==> src/sdp_pkg.sv <==
/*
 * sdp_pkg: shared constants for the subdivided duty pwm block.
 * assumes a single 100 MHz system clock and an AXI4-Lite register slave.
 */
package sdp_pkg;
	// ************************************************************
	// sizes
	// ************************************************************
	localparam int          SDP_CHANNELS    = 2;
	localparam int          SDP_DUTY_W      = 8;
	localparam int          SDP_ADDR_W      = 4;
	localparam logic [7:0]  SDP_CYCLE_LAST  = 8'h0_0FF;
	localparam logic [7:0]  SDP_SUB4_MASK   = 8'h0_03F;
	localparam logic [7:0]  SDP_SUB2_MASK   = 8'h0_07F;
	// ************************************************************
	// register map (byte offsets)
	// ************************************************************
	localparam logic [3:0]  SDP_OFF_DUTY0   = 4'h0;
	localparam logic [3:0]  SDP_OFF_DUTY1   = 4'h4;
	localparam logic [3:0]  SDP_OFF_CTRL    = 4'h8;
	localparam logic [3:0]  SDP_OFF_STAT    = 4'hC;
	// ************************************************************
	// control fields
	// ************************************************************
	localparam int          SDP_CTRL_EN0    = 0;
	localparam int          SDP_CTRL_EN1    = 1;
	localparam int          SDP_CTRL_MODE   = 4;
	localparam int          SDP_CTRL_GATE0  = 8;
	localparam int          SDP_CTRL_GATE1  = 9;
	localparam logic [31:0] SDP_CTRL_MASK   = 32'h0000_0313;
	localparam logic [31:0] SDP_CTRL_RESET  = 32'h0000_0000;
	localparam logic [7:0]  SDP_DUTY_RESET  = 8'h0_000;
	localparam logic [1:0]  SDP_RESP_OKAY   = 2'b00;
	localparam logic [1:0]  SDP_RESP_SLVERR = 2'b10;
endpackage

==> src/sdp_cfg_if.sv <==
/*
 * sdp_cfg_if: carries live settings from the register file to the channels.
 * assumes one clock domain; purely wires.
 */
`timescale 1ns/1ps
interface sdp_cfg_if;
	logic [7:0] duty;
	logic       enable;
	logic       gate;
	logic       mode2;
	logic       cycleStart;
	logic [7:0] phase;
	logic       pwmOut;
	modport ctrl (output duty, output enable, output gate, output mode2,
		output cycleStart, output phase, input pwmOut);
	modport chan (input duty, input enable, input gate, input mode2,
		input cycleStart, input phase, output pwmOut);
endinterface

==> src/sdp_channel.sv <==
/*
 * sdp_channel: one pwm channel, latching duty and mode at each full-cycle start.
 * assumes a shared free-running 8-bit phase counter from the parent.
 */
`timescale 1ns/1ps
module sdp_channel (
	// clock and reset
	input  wire logic clk,
	input  wire logic resetn,
	// settings and output
	sdp_cfg_if.chan   cfg
);
	import sdp_pkg::*;

	logic [7:0] duty_r, duty_nxt;
	logic       mode2_r, mode2_nxt;
	logic       out_r, out_nxt;
	logic [6:0] baseCnt;
	logic [1:0] spread;
	logic [1:0] subIdx;
	logic [6:0] subPos;
	logic [7:0] highCnt;

	// ************************************************************
	// waveform
	// ************************************************************
	always_comb begin
		duty_nxt  = duty_r;
		mode2_nxt = mode2_r;
		// latch only at full-cycle start so no cycle mixes patterns
		if (cfg.cycleStart) begin
			duty_nxt  = cfg.duty;
			mode2_nxt = cfg.mode2;
		end
		if (mode2_r) begin
			baseCnt = duty_r[7:1];
			spread  = {1'b0, duty_r[0]};
			subIdx  = {1'b0, cfg.phase[7]};
			subPos  = cfg.phase[6:0];
		end else begin
			baseCnt = {1'b0, duty_r[7:2]};
			spread  = duty_r[1:0];
			subIdx  = cfg.phase[7:6];
			subPos  = {1'b0, cfg.phase[5:0]};
		end
		// hardware splits duty itself
		highCnt = {1'b0, baseCnt} + ((subIdx < spread) ? 8'h0_001 : 8'h0_000);
		// high from the first clock of the sub-cycle for highCnt clocks
		out_nxt = ({1'b0, subPos} < highCnt);
		// control enable and gate bits both gate the pin
		out_nxt = out_nxt & cfg.enable & cfg.gate;
	end

	always_ff @(posedge clk) begin
		if (!resetn) begin
			duty_r  <= SDP_DUTY_RESET;
			mode2_r <= 1'b0;
			out_r   <= 1'b0;
		end else begin
			duty_r  <= duty_nxt;
			mode2_r <= mode2_nxt;
			out_r   <= out_nxt;
		end
	end

	assign cfg.pwmOut = out_r;
endmodule

==> src/sdp_top.sv <==
/*
 * sdp_top: two-channel subdivided duty pwm with an AXI4-Lite register slave.
 * assumes a 100 MHz clock and a synchronous active-low reset; one access at a time.
 */
// The implementer's own choices: the address map and the AXI4-Lite slave port.
`timescale 1ns/1ps

module sdp_top (
	// clock and reset
	input  wire logic                           clk,
	input  wire logic                           resetn,
	// axi4-lite write address
	input  wire logic [sdp_pkg::SDP_ADDR_W-1:0] s_axi_awaddr,
	input  wire logic [2:0]                     s_axi_awprot,
	input  wire logic                           s_axi_awvalid,
	output logic                                s_axi_awready,
	// axi4-lite write data
	input  wire logic [31:0]                    s_axi_wdata,
	input  wire logic [3:0]                     s_axi_wstrb,
	input  wire logic                           s_axi_wvalid,
	output logic                                s_axi_wready,
	// axi4-lite write response
	output logic [1:0]                          s_axi_bresp,
	output logic                                s_axi_bvalid,
	input  wire logic                           s_axi_bready,
	// axi4-lite read address
	input  wire logic [sdp_pkg::SDP_ADDR_W-1:0] s_axi_araddr,
	input  wire logic [2:0]                     s_axi_arprot,
	input  wire logic                           s_axi_arvalid,
	output logic                                s_axi_arready,
	// axi4-lite read data
	output logic [31:0]                         s_axi_rdata,
	output logic [1:0]                          s_axi_rresp,
	output logic                                s_axi_rvalid,
	input  wire logic                           s_axi_rready,
	// pwm pins
	output logic [sdp_pkg::SDP_CHANNELS-1:0]    pwmOut
);
	import sdp_pkg::*;

	// ************************************************************
	// state
	// ************************************************************
	logic [7:0]  duty_r [SDP_CHANNELS];
	logic [7:0]  duty_nxt [SDP_CHANNELS];
	logic [31:0] ctrl_r, ctrl_nxt;
	logic [7:0]  phase_r, phase_nxt;
	logic        awHeld_r, awHeld_nxt;
	logic        wHeld_r, wHeld_nxt;
	logic [3:0]  awAddr_r, awAddr_nxt;
	logic [31:0] wData_r, wData_nxt;
	logic [3:0]  wStrb_r, wStrb_nxt;
	logic        bValid_r, bValid_nxt;
	logic [1:0]  bResp_r, bResp_nxt;
	logic        rValid_r, rValid_nxt;
	logic [1:0]  rResp_r, rResp_nxt;
	logic [31:0] rData_r, rData_nxt;
	logic        doWrite;
	logic [31:0] wMerged;
	logic [31:0] rdWord;
	logic        rdHit;
	logic [SDP_CHANNELS-1:0] chanOut;

	// ************************************************************
	// phase counter
	// ************************************************************
	always_comb begin
		// one count per system clock, wraps every 256 clocks
		phase_nxt = phase_r + 8'h0_001;
	end

	// free running from reset, so every channel shares one cycle boundary
	always_ff @(posedge clk) begin
		if (!resetn) begin
			phase_r <= 8'h0_000;
		end else begin
			phase_r <= phase_nxt;
		end
	end

	// ************************************************************
	// axi4-lite slave
	// ************************************************************
	// write happens when both halves are held and no response is pending
	assign doWrite = awHeld_r && wHeld_r && !bValid_r;

	always_comb begin
		wMerged = 32'h0000_0000;
		for (int b = 0; b < 4; b++) begin
			wMerged[b*8 +: 8] = wStrb_r[b] ? wData_r[b*8 +: 8] : 8'h0_000;
		end
	end

	always_comb begin
		rdWord = 32'h0000_0000;
		rdHit  = 1'b1;
		case (s_axi_araddr)
			SDP_OFF_DUTY0: rdWord = {24'h00_0000, duty_r[0]};
			SDP_OFF_DUTY1: rdWord = {24'h00_0000, duty_r[1]};
			SDP_OFF_CTRL:  rdWord = ctrl_r;
			// live pin state and phase for software to observe
			SDP_OFF_STAT:  rdWord = {22'h00_0000, chanOut, phase_r};
			default:       rdHit  = 1'b0;
		endcase
	end

	always_comb begin
		awHeld_nxt = awHeld_r;
		wHeld_nxt  = wHeld_r;
		awAddr_nxt = awAddr_r;
		wData_nxt  = wData_r;
		wStrb_nxt  = wStrb_r;
		bValid_nxt = bValid_r;
		bResp_nxt  = bResp_r;
		ctrl_nxt   = ctrl_r;
		for (int c = 0; c < SDP_CHANNELS; c++) begin
			duty_nxt[c] = duty_r[c];
		end
		if (s_axi_awvalid && s_axi_awready) begin
			awHeld_nxt = 1'b1;
			awAddr_nxt = s_axi_awaddr;
		end
		if (s_axi_wvalid && s_axi_wready) begin
			wHeld_nxt = 1'b1;
			wData_nxt = s_axi_wdata;
			wStrb_nxt = s_axi_wstrb;
		end
		if (doWrite) begin
			awHeld_nxt = 1'b0;
			wHeld_nxt  = 1'b0;
			bValid_nxt = 1'b1;
			bResp_nxt  = SDP_RESP_OKAY;
			case (awAddr_r)
				SDP_OFF_DUTY0: if (wStrb_r[0]) duty_nxt[0] = wData_r[7:0];
				SDP_OFF_DUTY1: if (wStrb_r[0]) duty_nxt[1] = wData_r[7:0];
				SDP_OFF_CTRL:  ctrl_nxt = ((ctrl_r & ~{{8{wStrb_r[3]}}, {8{wStrb_r[2]}},
					{8{wStrb_r[1]}}, {8{wStrb_r[0]}}}) | wMerged) & SDP_CTRL_MASK;
				SDP_OFF_STAT:  bResp_nxt = SDP_RESP_OKAY;
				default:       bResp_nxt = SDP_RESP_SLVERR;
			endcase
		end
		if (bValid_r && s_axi_bready) begin
			bValid_nxt = 1'b0;
		end
	end

	// read path: one address at a time, data snapshot taken at acceptance
	always_comb begin
		rValid_nxt = rValid_r;
		rResp_nxt  = rResp_r;
		rData_nxt  = rData_r;
		if (s_axi_arvalid && s_axi_arready) begin
			rValid_nxt = 1'b1;
			rData_nxt  = rdWord;
			rResp_nxt  = rdHit ? SDP_RESP_OKAY : SDP_RESP_SLVERR;
		end else if (rValid_r && s_axi_rready) begin
			rValid_nxt = 1'b0;
		end
	end

	always_ff @(posedge clk) begin
		if (!resetn) begin
			rValid_r <= 1'b0;
			rResp_r  <= SDP_RESP_OKAY;
			rData_r  <= 32'h0000_0000;
		end else begin
			rValid_r <= rValid_nxt;
			rResp_r  <= rResp_nxt;
			rData_r  <= rData_nxt;
		end
	end

	always_ff @(posedge clk) begin
		if (!resetn) begin
			ctrl_r   <= SDP_CTRL_RESET;
			awHeld_r <= 1'b0;
			wHeld_r  <= 1'b0;
			awAddr_r <= 4'h0;
			wData_r  <= 32'h0000_0000;
			wStrb_r  <= 4'h0;
			bValid_r <= 1'b0;
			bResp_r  <= SDP_RESP_OKAY;
			for (int c = 0; c < SDP_CHANNELS; c++) begin
				duty_r[c] <= SDP_DUTY_RESET;
			end
		end else begin
			ctrl_r   <= ctrl_nxt;
			awHeld_r <= awHeld_nxt;
			wHeld_r  <= wHeld_nxt;
			awAddr_r <= awAddr_nxt;
			wData_r  <= wData_nxt;
			wStrb_r  <= wStrb_nxt;
			bValid_r <= bValid_nxt;
			bResp_r  <= bResp_nxt;
			for (int c = 0; c < SDP_CHANNELS; c++) begin
				duty_r[c] <= duty_nxt[c];
			end
		end
	end

	// a held half blocks a second one until the write retires
	assign s_axi_awready = !awHeld_r;
	assign s_axi_wready  = !wHeld_r;
	assign s_axi_bvalid  = bValid_r;
	assign s_axi_bresp   = bResp_r;
	assign s_axi_arready = !rValid_r;
	assign s_axi_rvalid  = rValid_r;
	assign s_axi_rdata   = rData_r;
	assign s_axi_rresp   = rResp_r;

	// ************************************************************
	// channels
	// ************************************************************
	generate
		for (genvar g = 0; g < SDP_CHANNELS; g++) begin : gChan
			sdp_cfg_if cfgBus ();
			assign cfgBus.duty       = duty_r[g];
			assign cfgBus.enable     = ctrl_r[SDP_CTRL_EN0 + g];
			assign cfgBus.gate       = ctrl_r[SDP_CTRL_GATE0 + g];
			assign cfgBus.mode2      = ctrl_r[SDP_CTRL_MODE];
			assign cfgBus.cycleStart = (phase_r == SDP_CYCLE_LAST);
			assign cfgBus.phase      = phase_r;
			assign chanOut[g]        = cfgBus.pwmOut;
			sdp_channel uChan (
				.clk    (clk),
				.resetn (resetn),
				.cfg    (cfgBus.chan)
			);
		end
	endgenerate

	assign pwmOut = chanOut;
endmodule

==> config.mk <==
export PLATFORM = sky130hd
export DESIGN_NAME = sdp_top
export DESIGN_NICKNAME = d
export VERILOG_FILES = /design/src/sdp_pkg.sv /design/src/sdp_cfg_if.sv /design/src/sdp_channel.sv /design/src/sdp_top.sv
export SDC_FILE = /design/constraint.sdc
export NUM_CORES = 1
export LEC_CHECK = 0
export BUFFER_PORTS_ARGS = -buffer_cell sky130_fd_sc_hd__buf_4
export CAP_MARGIN = 5
export CORE_MARGIN = 3
export CORE_UTILIZATION = 45
export CTS_CLUSTER_SIZE = 20
export DETAILED_ROUTE_END_ITERATION = 8
export GPL_ROUTABILITY_DRIVEN = 0
export PLACE_DENSITY = 0.69
export SLEW_MARGIN = 0
export SYNTH_ARGS = -nofsm -noshare
export SYNTH_HDL_FRONTEND = slang
export SYNTH_HIERARCHICAL = 1
export SYNTH_SLANG_ARGS = --single-unit
==> constraint.sdc <==
create_clock -name clk -period 4.1 [get_ports clk]
set_clock_uncertainty 0.15 [all_clocks]
set_input_delay 0.41 -clock clk [delete_from_list [all_inputs] [get_ports clk]]
set_output_delay 0.41 -clock clk [all_outputs]
set_load 0.03 [all_outputs]
==> summary.txt, run 1 <==
status: completed
vias in the first global route: 3110
DRC violations left: 0
sequential standard cell area: 1620 µm²
share of synthesized flip-flops with an asynchronous set or reset: 0
startpoint of the most critical setup path: gChan[1].uChan/mode2_r
largest area contributor in the netlist: dfxtp_1
cell types with the largest area share after synthesis: dfxtp_1 38%, mux2i_1 14%, nand2_1 6.5%
synthesized area divided by synthesized cell count: 8.86 µm²
number of H-tree levels: 3
via count normalized by instance count: 5.19
CTS resizes: 0
via count: 3371
TritonCTS clock tree: built
crit path cell chain: nor2b_1, ha_1, a21oi_1, ha_1, ha_1, nand3_1, nor2_1, nand2_1, a32oi_1, ha_1, a211o_1, o32ai_2
Leak Pwr: 1.86 nW
register-to-register setup slack: 820 ps
most instantiated library cell after synthesis: dfxtp_1
number of inserted filler cells in the final layout: 876
Max-Cap Viols: 0
setup_tns: 0 ps
Routed Wire Length: 9.38 mm
global routing met2 resource utilization: 0.291
Setup Viol. Count Final: 0
cell area power density: 322 nW/µm²
crit path kind: reg -> reg
footprint of the multi-input gates: 2390 µm²
crit-path max cell delay: 710 ps
IO buf count: 45
net count of the finished layout: 591
HPWL after detailed placement: 6.96 mm
post-CTS repair timing setup buffer count: 0
actual transition at the worst max-transition pin: 794 ps
count of endpoints failing hold in the final timing report: 0
Congestion Overflow GR: 0
CTS Root Buffer Type: clkbuf_8
grt met3 use: 0.0480
horizontal die dimension: 104 µm
pin count of the biggest net entering global routing: 56
GR Util All Layers: 0.176
data required time at the worst endpoint: 4230 ps
highest net fanout along the worst path: 19
number of pins exceeding their max-slew limit in the final report: 0
hold path startpoint: s_axi_wvalid
antenna-violating nets left: 0
cell occurring most often along the worst timing path: ha_1
core region area: 9280 µm²
share of synthesized area occupied by flip-flops and latches: 0.377
Register-to-Register Path Depth: 12
area of the mapped netlist: 4300 µm²
CP endpoint kind: flip-flop
commonest cells in the synthesized netlist: 81 x dfxtp_1, 75 x nand2_1, 58 x mux2i_1
worst voltage drop across the vdd grid: 0.000186 V
number of iterations in the first detailed-routing pass: 4
most heavily used metal layer in global routing: met2
number of distinct library cells after synthesis: 47
cts bufs inserted: 9
period utilization: 0.799
clock insertion delay at the later pin of the skew report: 360 ps
Die ar.: 10800 µm²
setup slack after layout: 824 ps
launching element type of the critical path: flip-flop
num ports: 100
number of enable flip-flop cells after synthesis: 0
time the worst path needs with I/O delays and setup: 3280 ps
class of the tightest hold or removal check: in -> reg
floorplan row count: 35
die span in y: 104 µm
post-place setup slack: 869 ps
starting density of the core: 0.463
standard cell with the maximum stage delay on the critical path: dfxtp_1
DRT iter0 DRCs: 166
launching point of the worst reg2reg path: gChan[1].uChan/mode2_r
post-detailed-route wirelength per cell: 14.5 µm
FF+latch count, synth: 81
clock transition at the registers of the reported paths: 100 ps
clock tree buffer depth: 2
global-route wire length before repair: 15.5 mm
top cell family by delay on the critical path: adder cells
reg-to-reg endpoint: gChan[1].uChan/cfg.pwmOut
clock sink count: 81
Yosys warning total: 6
hold worst-path end: wHeld_r
antenna violations before repair: 0
met1 track demand over resource: 0.231
Arr. time, crit path: 3410 ps
predominant post-synthesis flop cell: dfxtp_1
diodes inserted: 0
Crit path buffers/inverters: 0
area growth from synthesis to layout: 10.8%
highest achievable clock rate: 0.305 GHz
synthesized netlist cell count: 485
Rel. slew slack: 0.470
number of cells on the worst hold path: 3
proportion of layout cells with a drive suffix above 1: 0.150
RSZ-0062 raised after global routing: false
quantity of hold-fixing buffers added after cts: 0
top cell type's share of synthesized area: 0.377
worst max-delay path by stage:
| stage | to | slack, ps | cells past startpoint |
|---|---|---|---|
| 3_5_place_dp | gChan[1].uChan/cfg.pwmOut | 870 | 12 |
| 4_1_cts | gChan[1].uChan/cfg.pwmOut | 840 | 12 |
| 6_report | gChan[1].uChan/cfg.pwmOut | 820 | 12 |
| 5_1_grt | gChan[1].uChan/cfg.pwmOut | 550 | 12 |
| 2_1_floorplan | gChan[0].uChan/cfg.pwmOut | 1180 | 14 |
| 3_3_place_gp | gChan[1].uChan/cfg.pwmOut | 990 | 13 |
power by group:
part           total, mW  internal, mW  switching, mW  leakage (nW)
Sequential         0.818         0.803         0.0156         0.657
Clock              0.570         0.239          0.331        0.0999
Combinational      0.146        0.0529         0.0929          1.11
metrics by stage:
step           total power, mW  hold slack [ps]  cell area [µm²]   util  instances
2_1_floorplan            0.955              284             4390      -        508
3_3_place_gp             0.979              292             4570  0.492        633
3_5_place_dp             0.983              298             4570  0.492        633
4_1_cts                   1.55             99.9             4760  0.513        649
5_1_grt                   1.60             98.3             4760  0.513        649
6_report                  1.53              113             4760  0.513        649
worst reg2reg max path: cells and delay by family (launching register included):
family | cells | cell delay (ps)
AO/OA/AOI/OAI | 4 | 720
adder cells (fa/ha/maj) | 4 | 1120
AND/OR/NAND/NOR | 4 | 510
flip-flops | 1 | 710
state kept, by name (all words and copies together) (netlist names), 2 cells and up, named ones only:
name and count:
gChan.uChan/mode2_r 2, gChan.uChan/duty_r 16, wData_r 10, awAddr_r 4, gChan.cfgBus.phase 8, duty_r 16, s_axi_rdata 10, gChan.uChan/cfg.pwmOut 2
wStrb_r 2
cell usage in the layout, fill, tap and decap left out, drive strengths merged, types with 3 or more instances in the layout:
master | Yosys | routed
nor2b | 25 | 25
or3 | 5 | 5
xor2 | 5 | 5
o21ai | 11 | 11
nand2b | 9 | 9
xnor2 | 3 | 3
nand4 | 4 | 4
clkbuf | 13 | 9
or2 | 5 | 5
nand2 | 75 | 75
a22o | 8 | 8
o22ai | 5 | 5
dfxtp | 81 | 81
ha | 19 | 19
mux2i | 58 | 58
buf | 38 | 47
inv | 11 | 16
nor2 | 19 | 19
o2bb2ai | 4 | 4
a21oi | 28 | 28
conb | 1 | 24
and2 | 5 | 5
nand3 | 20 | 20
nor3 | 3 | 3
cells by family (layout without fill, tap and decap cells):
family	Yosys count	after routing	share of synthesized area
compound gates	75	75	0.116
xor+xnor	8	8	0.0163
fa+ha+maj	19	19	0.0553
buf+inv	62	74	0.0879
flops	81	81	0.377
mux	60	60	0.140
other cells	1	24	0.000872
simple gates	179	179	0.207
metal layers:
| metal | up-vias | routed length, µm |
|---|---|---|
| met5 | - | 0 |
| met1 | 1583 | 4340 |
| li1 | 1694 | - |
| met4 | 0 | 61 |
| met2 | 90 | 4500 |
| met3 | 4 | 481 |
layout make-up:
class / instances / area share
clock inverters: 7 / 0.0150
inverters: 11 / 0.00867
well taps: 129 / 0.0339
repair buffers: 47 / 0.0741
clock buffers: 9 / 0.0260
flip-flops and latches: 81 / 0.340
multi-input cells: 365 / 0.502
Note: power is estimated with default switching activity, not from simulation.
==> run 2: changes to the inputs <==
--- a/config.mk
+++ b/config.mk
@@ -5,6 +5,7 @@
 export SDC_FILE = /design/constraint.sdc
 export NUM_CORES = 1
 export LEC_CHECK = 0
+export ABC_AREA = 1
 export BUFFER_PORTS_ARGS = -buffer_cell sky130_fd_sc_hd__buf_4
 export CAP_MARGIN = 5
 export CORE_MARGIN = 3
@@ -12,7 +13,7 @@
 export CTS_CLUSTER_SIZE = 20
 export DETAILED_ROUTE_END_ITERATION = 8
 export GPL_ROUTABILITY_DRIVEN = 0
-export PLACE_DENSITY = 0.69
+export PLACE_DENSITY = 0.71
 export SLEW_MARGIN = 0
 export SYNTH_ARGS = -nofsm -noshare
 export SYNTH_HDL_FRONTEND = slang
==> constraint.sdc (replaced) <==
create_clock -name clk -period 2.8 [get_ports clk]
set_clock_uncertainty 0.15 [all_clocks]
set_input_delay 0.28 -clock clk [delete_from_list [all_inputs] [get_ports clk]]
set_output_delay 0.28 -clock clk [all_outputs]
set_load 0.03 [all_outputs]
==> run 2 against run 1 <==
Compared with the run above:
- total power up 58%
- via count grew 15%
- wire length grew 4.6%
- sequential power grew 48%
- core utilization increased by 4.4 points
- non-clock buffer count grew 22
- count of clock-buffer cells in the layout up 1
- clock power rose by 69%
- register-to-register slack worse by 650 ps
- worst hold slack worse by 88 ps
- design area increased by 4.4%
- critical path type unchanged
- critical endpoint unchanged
- highest routed layer unchanged
==> summary.txt, run 2 <==
Max-Cap Viols: 0
cell occurring most often along the worst timing path: nand3_1
post-layout power: 2.43 mW
global-route wire length before repair: 16.2 mm
Die ar.: 10700 µm²
cell area power density: 489 nW/µm²
floorplan row count: 34
area of the mapped netlist: 4250 µm²
IO buf count: 45
DRT iter0 DRCs: 236
Yosys warning total: 6
die span in y: 103 µm
TritonCTS clock tree: built
registers with the most flip-flops: duty_r: 16 flops, gChan.uChan/duty_r: 16 flops
pin count of the biggest net entering global routing: 53
post-detailed-route wirelength per cell: 13.0 µm
area growth from synthesis to layout: 17.0%
class of the tightest hold or removal check: in -> reg
clock share of power: 0.397
number of pins exceeding their max-slew limit in the final report: 0
Leak Pwr: 2.19 nW
antenna violations before repair: 0
clock insertion delay at the later pin of the skew report: 360 ps
FF+latch count, synth: 81
number of iterations in the first detailed-routing pass: 5
CTS Root Buffer Type: clkbuf_8
number of distinct library cells after synthesis: 34
switching part of the total: 0.261
DRC violations left: 0
Arr. time, crit path: 2780 ps
via count normalized by instance count: 5.12
synthesized area divided by synthesized cell count: 7.29 µm²
antenna-violating nets left: 0
num ports: 100
standard cell with the maximum stage delay on the critical path: dfxtp_4
top cell family by delay on the critical path: adder cells
Rel. slew slack: 0.368
crit path cell chain: inv_4, nand2_1, ha_1, a21oi_2, ha_2, nand3_2, nor2_4, nand3_1, xor2_1, ha_1, a21o_2, nand3_1, nand3_1, nor2_1
period utilization: 0.939
crit path kind: reg -> reg
leading cell type in the layout, fill and taps excluded: nand2_1
diodes inserted: 0
Congestion Overflow GR: 0
register-to-register setup slack: 170 ps
highest net fanout along the worst path: 8
core region area: 8930 µm²
setup_tns: 0 ps
Setup Viol. Count Final: 0
actual transition at the worst max-transition pin: 947 ps
data required time at the worst endpoint: 2950 ps
highest achievable clock rate: 0.380 GHz
largest area contributor in the netlist: dfxtp_1
share of synthesized area occupied by flip-flops and latches: 0.381
horizontal die dimension: 103 µm
net count of the finished layout: 718
status: completed
proportion of layout cells with a drive suffix above 1: 0.202
time the worst path needs with I/O delays and setup: 2630 ps
launching element type of the critical path: flip-flop
clock transition at the registers of the reported paths: 90 ps
count of endpoints failing hold in the final timing report: 0
cell-internal power: 1.79 mW
share of synthesized flip-flops with an asynchronous set or reset: 0
clock sink count: 81
cell types with the largest area share after synthesis: dfxtp_1 38%, nand2_1 8.3%, nand3_1 6.8%
clock tree buffer depth: 2
GR Util All Layers: 0.194
HPWL after detailed placement: 7.19 mm
switching component of the power: 0.635 mW
top cell type's share of synthesized area: 0.381
crit-path max cell delay: 380 ps
Crit path buffers/inverters: 1
number of enable flip-flop cells after synthesis: 0
Routed Wire Length: 9.81 mm
relative contribution of combinational cells to total power: 0.106
via count: 3865
synthesized netlist cell count: 583
sequential group share of total power: 0.497
predominant post-synthesis flop cell: dfxtp_1
RSZ-0062 raised after global routing: false
vias in the first global route: 3585
most instantiated library cell after synthesis: nand2_1
number of H-tree levels: 3
commonest cells in the synthesized netlist: 94 x nand2_1, 81 x dfxtp_1, 72 x nor2_1
CP endpoint kind: flip-flop
commonest cells after routing, fill and taps aside: 94 x nand2_1, 79 x dfxtp_1, 72 x nor2_1
cts bufs inserted: 9
worst voltage drop across the vdd grid: 0.000294 V
share of the core filled with cells in the final layout: 0.557
starting density of the core: 0.476
==> run 2: cell types whose count changed after synthesis, sizes merged, moves of 9 or more <==
cell and change:
nor2 +62, mux2i -58, o21ai +44, nand3 +39
inv +38, nand2 +37, nor2b -25, a21oi +20
nand2b -9
==> run 2: worst reg2reg max path: stages, from the launching register on <==
cell and delay (ps):
dfxtp_4 380, inv_4 90, nand2_1 60, ha_1 280, a21oi_2 150, ha_2 200
nand3_2 100, nor2_4 140, nand3_1 90, xor2_1 180, ha_1 310, a21o_2 210
nand3_1 70, nand3_1 70, nor2_1 100
==> run 2: per-layer routing <==
metal / up-vias / wire length, µm / share of wire / GRT usage
met5: - / 0 / 0 / 0
met4: 0 / 130 / 0.013 / 0.0737
met3: 11 / 591 / 0.060 / 0.0335
met2: 109 / 4730 / 0.48 / 0.323
met1: 1760 / 4360 / 0.44 / 0.253
li1: 1985 / - / - / -
==> run 2: area by class of cell <==
type | count | area, µm²
Timing Repair Buffer | 69 | 548
Fill cell | 846 | 3960
Clock inverter | 6 | 90.1
Sequential cell | 81 | 1630
Clock buffer | 10 | 138
Tap cell | 108 | 135
Inverter | 52 | 198
Multi-Input combinational cell | 429 | 2240
==> run 2: cells by family (layout without fill, tap and decap cells) <==
family | Yosys count | after routing | share of synthesized area
AO/OA/AOI/OAI | 114 | 114 | 0.142
XOR/XNOR | 10 | 10 | 0.0206
adder cells (fa/ha/maj) | 19 | 19 | 0.0559
buffers and inverters | 96 | 137 | 0.117
flip-flops | 81 | 81 | 0.381
other | 1 | 24 | 0.000882
AND/OR/NAND/NOR | 262 | 262 | 0.283
==> run 2: final timing paths <==
check,cells after the start,startpoint,end
setup reg to reg,14,gChan[1].uChan/mode2_r,gChan[1].uChan/cfg.pwmOut
setup / recovery,14,gChan[1].uChan/mode2_r,gChan[1].uChan/cfg.pwmOut
hold / removal,3,s_axi_wdata[4],wData_r[4]
hold reg to reg,2,s_axi_rdata[1],s_axi_rdata[1]
==> run 2: what timing repair did <==
action / in CTS / in global routing
endpoints found under the hold margin: 12 / 0
endpoints found under the setup margin: 0 / 2
setup buffers: 0 / 1
resized for setup: 0 / 8
hold buffers: 12 / 0
==> run 2: power by group through the flow <==
stage                     sequential, mW  clock [mW]  combinational [mW]
after CTS                           1.21       0.987               0.257
after global placement              1.24           0               0.239
after detailed placement            1.24           0               0.243
after global routing                1.21        1.04               0.287
final                               1.21       0.964               0.257
after floorplan                     1.24           0               0.190
==> run 2: through the flow <==
stage	instances	cell area, µm²	hold WS (ps)	worst slack (ps)
floorplan	606	4340	229	294
global placement	726	4590	304	185
detailed placement	726	4590	309	55.9
CTS	754	4940	17.1	38.9
global route	755	4970	41.8	19.0
finish	755	4970	25.1	170
==> run 3: changes to the inputs <==
--- a/config.mk
+++ b/config.mk
@@ -13,7 +13,7 @@
 export CTS_CLUSTER_SIZE = 20
 export DETAILED_ROUTE_END_ITERATION = 8
 export GPL_ROUTABILITY_DRIVEN = 0
-export PLACE_DENSITY = 0.71
+export PLACE_DENSITY_LB_ADDON = 0.12
 export SLEW_MARGIN = 0
 export SYNTH_ARGS = -nofsm -noshare
 export SYNTH_HDL_FRONTEND = slang
==> constraint.sdc (replaced) <==
create_clock -name clk -period 2.3 [get_ports clk]
set_clock_uncertainty 0.15 [all_clocks]
set_input_delay 0.23 -clock clk [delete_from_list [all_inputs] [get_ports clk]]
set_output_delay 0.23 -clock clk [all_outputs]
set_load 0.03 [all_outputs]
==> run 3 against run 2 <==
Compared with the run above:
- the run now ends with setup timing left
- via count rose by 1.3%
- die area did not move
- sequential power rose by 21%
- worst setup slack got worse by 360 ps
- global-route usage rose by 1.1 points
- final cell count rose by 2.6%
- worst hold slack got worse by 13 ps
- critical path type unchanged
- largest cell class unchanged
==> summary.txt, run 3 (synthesis results as in run 2) <==
status: finished with violations
violated checks: setup timing
proportion of layout cells with a drive suffix above 1: 0.259
starting density of the core: 0.476
crit path kind: reg -> reg
floorplan row count: 34
leading cell type in the layout, fill and taps excluded: nand2_1
core region area: 8930 µm²
CTS Root Buffer Type: clkbuf_8
Leak Pwr: 2.27 nW
worst voltage drop across the vdd grid: 0.000363 V
GR Util All Layers: 0.205
standard cell with the maximum stage delay on the critical path: dfxtp_4
die span in y: 103 µm
time the worst path needs with I/O delays and setup: 2490 ps
global-route wire length before repair: 17.1 mm
registers with the most flip-flops: duty_r: 16 flops, gChan.uChan/duty_r: 16 flops
clock insertion delay at the later pin of the skew report: 350 ps
TritonCTS clock tree: built
vias in the first global route: 3713
actual transition at the worst max-transition pin: 504 ps
net count of the finished layout: 738
HPWL after detailed placement: 7.75 mm
setup slack after layout: -191 ps
CP endpoint kind: flip-flop
post-detailed-route wirelength per cell: 13.6 µm
highest net fanout along the worst path: 4
count of endpoints failing hold in the final timing report: 0
data required time at the worst endpoint: 2440 ps
crit path cell chain: inv_2, nor2_4, ha_4, a21oi_2, ha_2, nand3_2, nor2_4, nand3_2, xor2_2, ha_1, a21o_2, nand3_2, nand3_2, nor2_1
IO buf count: 45
num ports: 100
area growth from synthesis to layout: 22.7%
crit-path max cell delay: 380 ps
clock transition at the registers of the reported paths: 90 ps
via count: 3917
class of the tightest hold or removal check: in -> reg
Congestion Overflow GR: 0
antenna-violating nets left: 0
Final Hold Slack: 11.9 ps
period utilization: 1.08
diodes inserted: 0
Die ar.: 10700 µm²
Max-Cap Viols: 0
commonest cells after routing, fill and taps aside: 92 x nand2_1, 78 x dfxtp_1, 71 x buf_4
RSZ-0062 raised after global routing: true
setup_tns: -317 ps
via count normalized by instance count: 5.05
cts bufs inserted: 9
non-filler cells, final: 775
Rel. slew slack: 0.662
launching element type of the critical path: flip-flop
clock sink count: 81
cell occurring most often along the worst timing path: nand3_2
instance count after placement with tap cells included: 741
number of iterations in the first detailed-routing pass: 5
Arr. time, crit path: 2630 ps
pin count of the biggest net entering global routing: 53
Setup Viol. Count Final: 2
cell area power density: 525 nW/µm²
number of H-tree levels: 3
horizontal die dimension: 103 µm
clock tree buffer depth: 2
highest achievable clock rate: 0.401 GHz
DRC violations left: 0
DRT iter0 DRCs: 167
number of inserted filler cells in the final layout: 847
antenna violations before repair: 0
Routed Wire Length: 10.5 mm
number of pins exceeding their max-slew limit in the final report: 0
==> run 3: cell types whose count changed in the layout (fill, tap and decap cells not counted), moves of 3 or more <==
cell | previous run | this run
buf_6 | 0 | 3
inv_2 | 17 | 20
inv_1 | 31 | 28
nand3_2 | 2 | 8
ha_2 | 1 | 4
dlygate4sd3_1 | 12 | 15
nor2_1 | 72 | 69
nand3_1 | 57 | 51
buf_4 | 57 | 71
ha_1 | 18 | 13
==> run 3: timing repair <==
action                                  CTS  global route
endpoints found under the setup margin    2             8
resized for setup                        11            15
pin swaps                                13            19
hold endpoints to repair                 15             0
hold buffers                             15             0
buffers inserted                          2             1
==> run 3: path summary, 6_finish.rpt <==
kind,start,to,slack [ps],cells after the start
min reg2reg,s_axi_rdata[2],s_axi_rdata[2],320,2
max reg2reg,gChan[0].cfgBus.phase[7],gChan[1].uChan/cfg.pwmOut,-190,14
min,s_axi_awaddr[1],awAddr_r[1],10,3
max,gChan[0].cfgBus.phase[7],gChan[1].uChan/cfg.pwmOut,-190,14
==> run 3: final cells by class <==
cell class              instances  area (µm²)  area share
well taps                     108         135      0.0259
repair buffers                 89         717       0.137
inverters                      52         198      0.0379
clock buffers                  10         138      0.0264
multi-input cells             429        2360       0.452
clock inverters                 6        42.5     0.00816
flip-flops and latches         81        1630       0.313
==> run 3: per-stage QoR <==
stage	utilization	cell area [µm²]	power (mW)	setup WS, ps
4_1_cts	0.576	5150	2.77	-167
3_5_place_dp	0.533	4760	1.81	-270
2_1_floorplan	-	4390	1.74	-127
5_1_grt	0.584	5220	2.86	-333
3_3_place_gp	0.533	4760	1.80	-194
6_report	0.584	5220	2.74	-191
==> run 3: worst max-delay path: cells and delay by family, from the launching register on <==
kind / cells / cell delay (ps)
AO/OA/AOI/OAI: 2 / 350
XOR/XNOR: 1 / 160
adder cells (fa/ha/maj): 3 / 720
buffers and inverters: 1 / 50
flip-flops: 1 / 380
AND/OR/NAND/NOR: 7 / 620
==> run 3: power by group <==
| group | total [mW] | switching [mW] | leakage [nW] | internal (mW) |
|---|---|---|---|---|
| sequential | 1.46 | 0.0293 | 0.660 | 1.44 |
| combinational | 0.328 | 0.216 | 1.53 | 0.112 |
| clock | 0.946 | 0.523 | 0.0887 | 0.423 |
| total | 2.74 | 0.769 | 2.27 | 1.97 |
==> run 3: routing by layer <==
metal	global-route usage	wire length, µm	part of all wire
met4	0.0667	189	0.018
met5	0	0	0
met1	0.266	4790	0.46
met2	0.351	5110	0.49
met3	0.0322	425	0.040
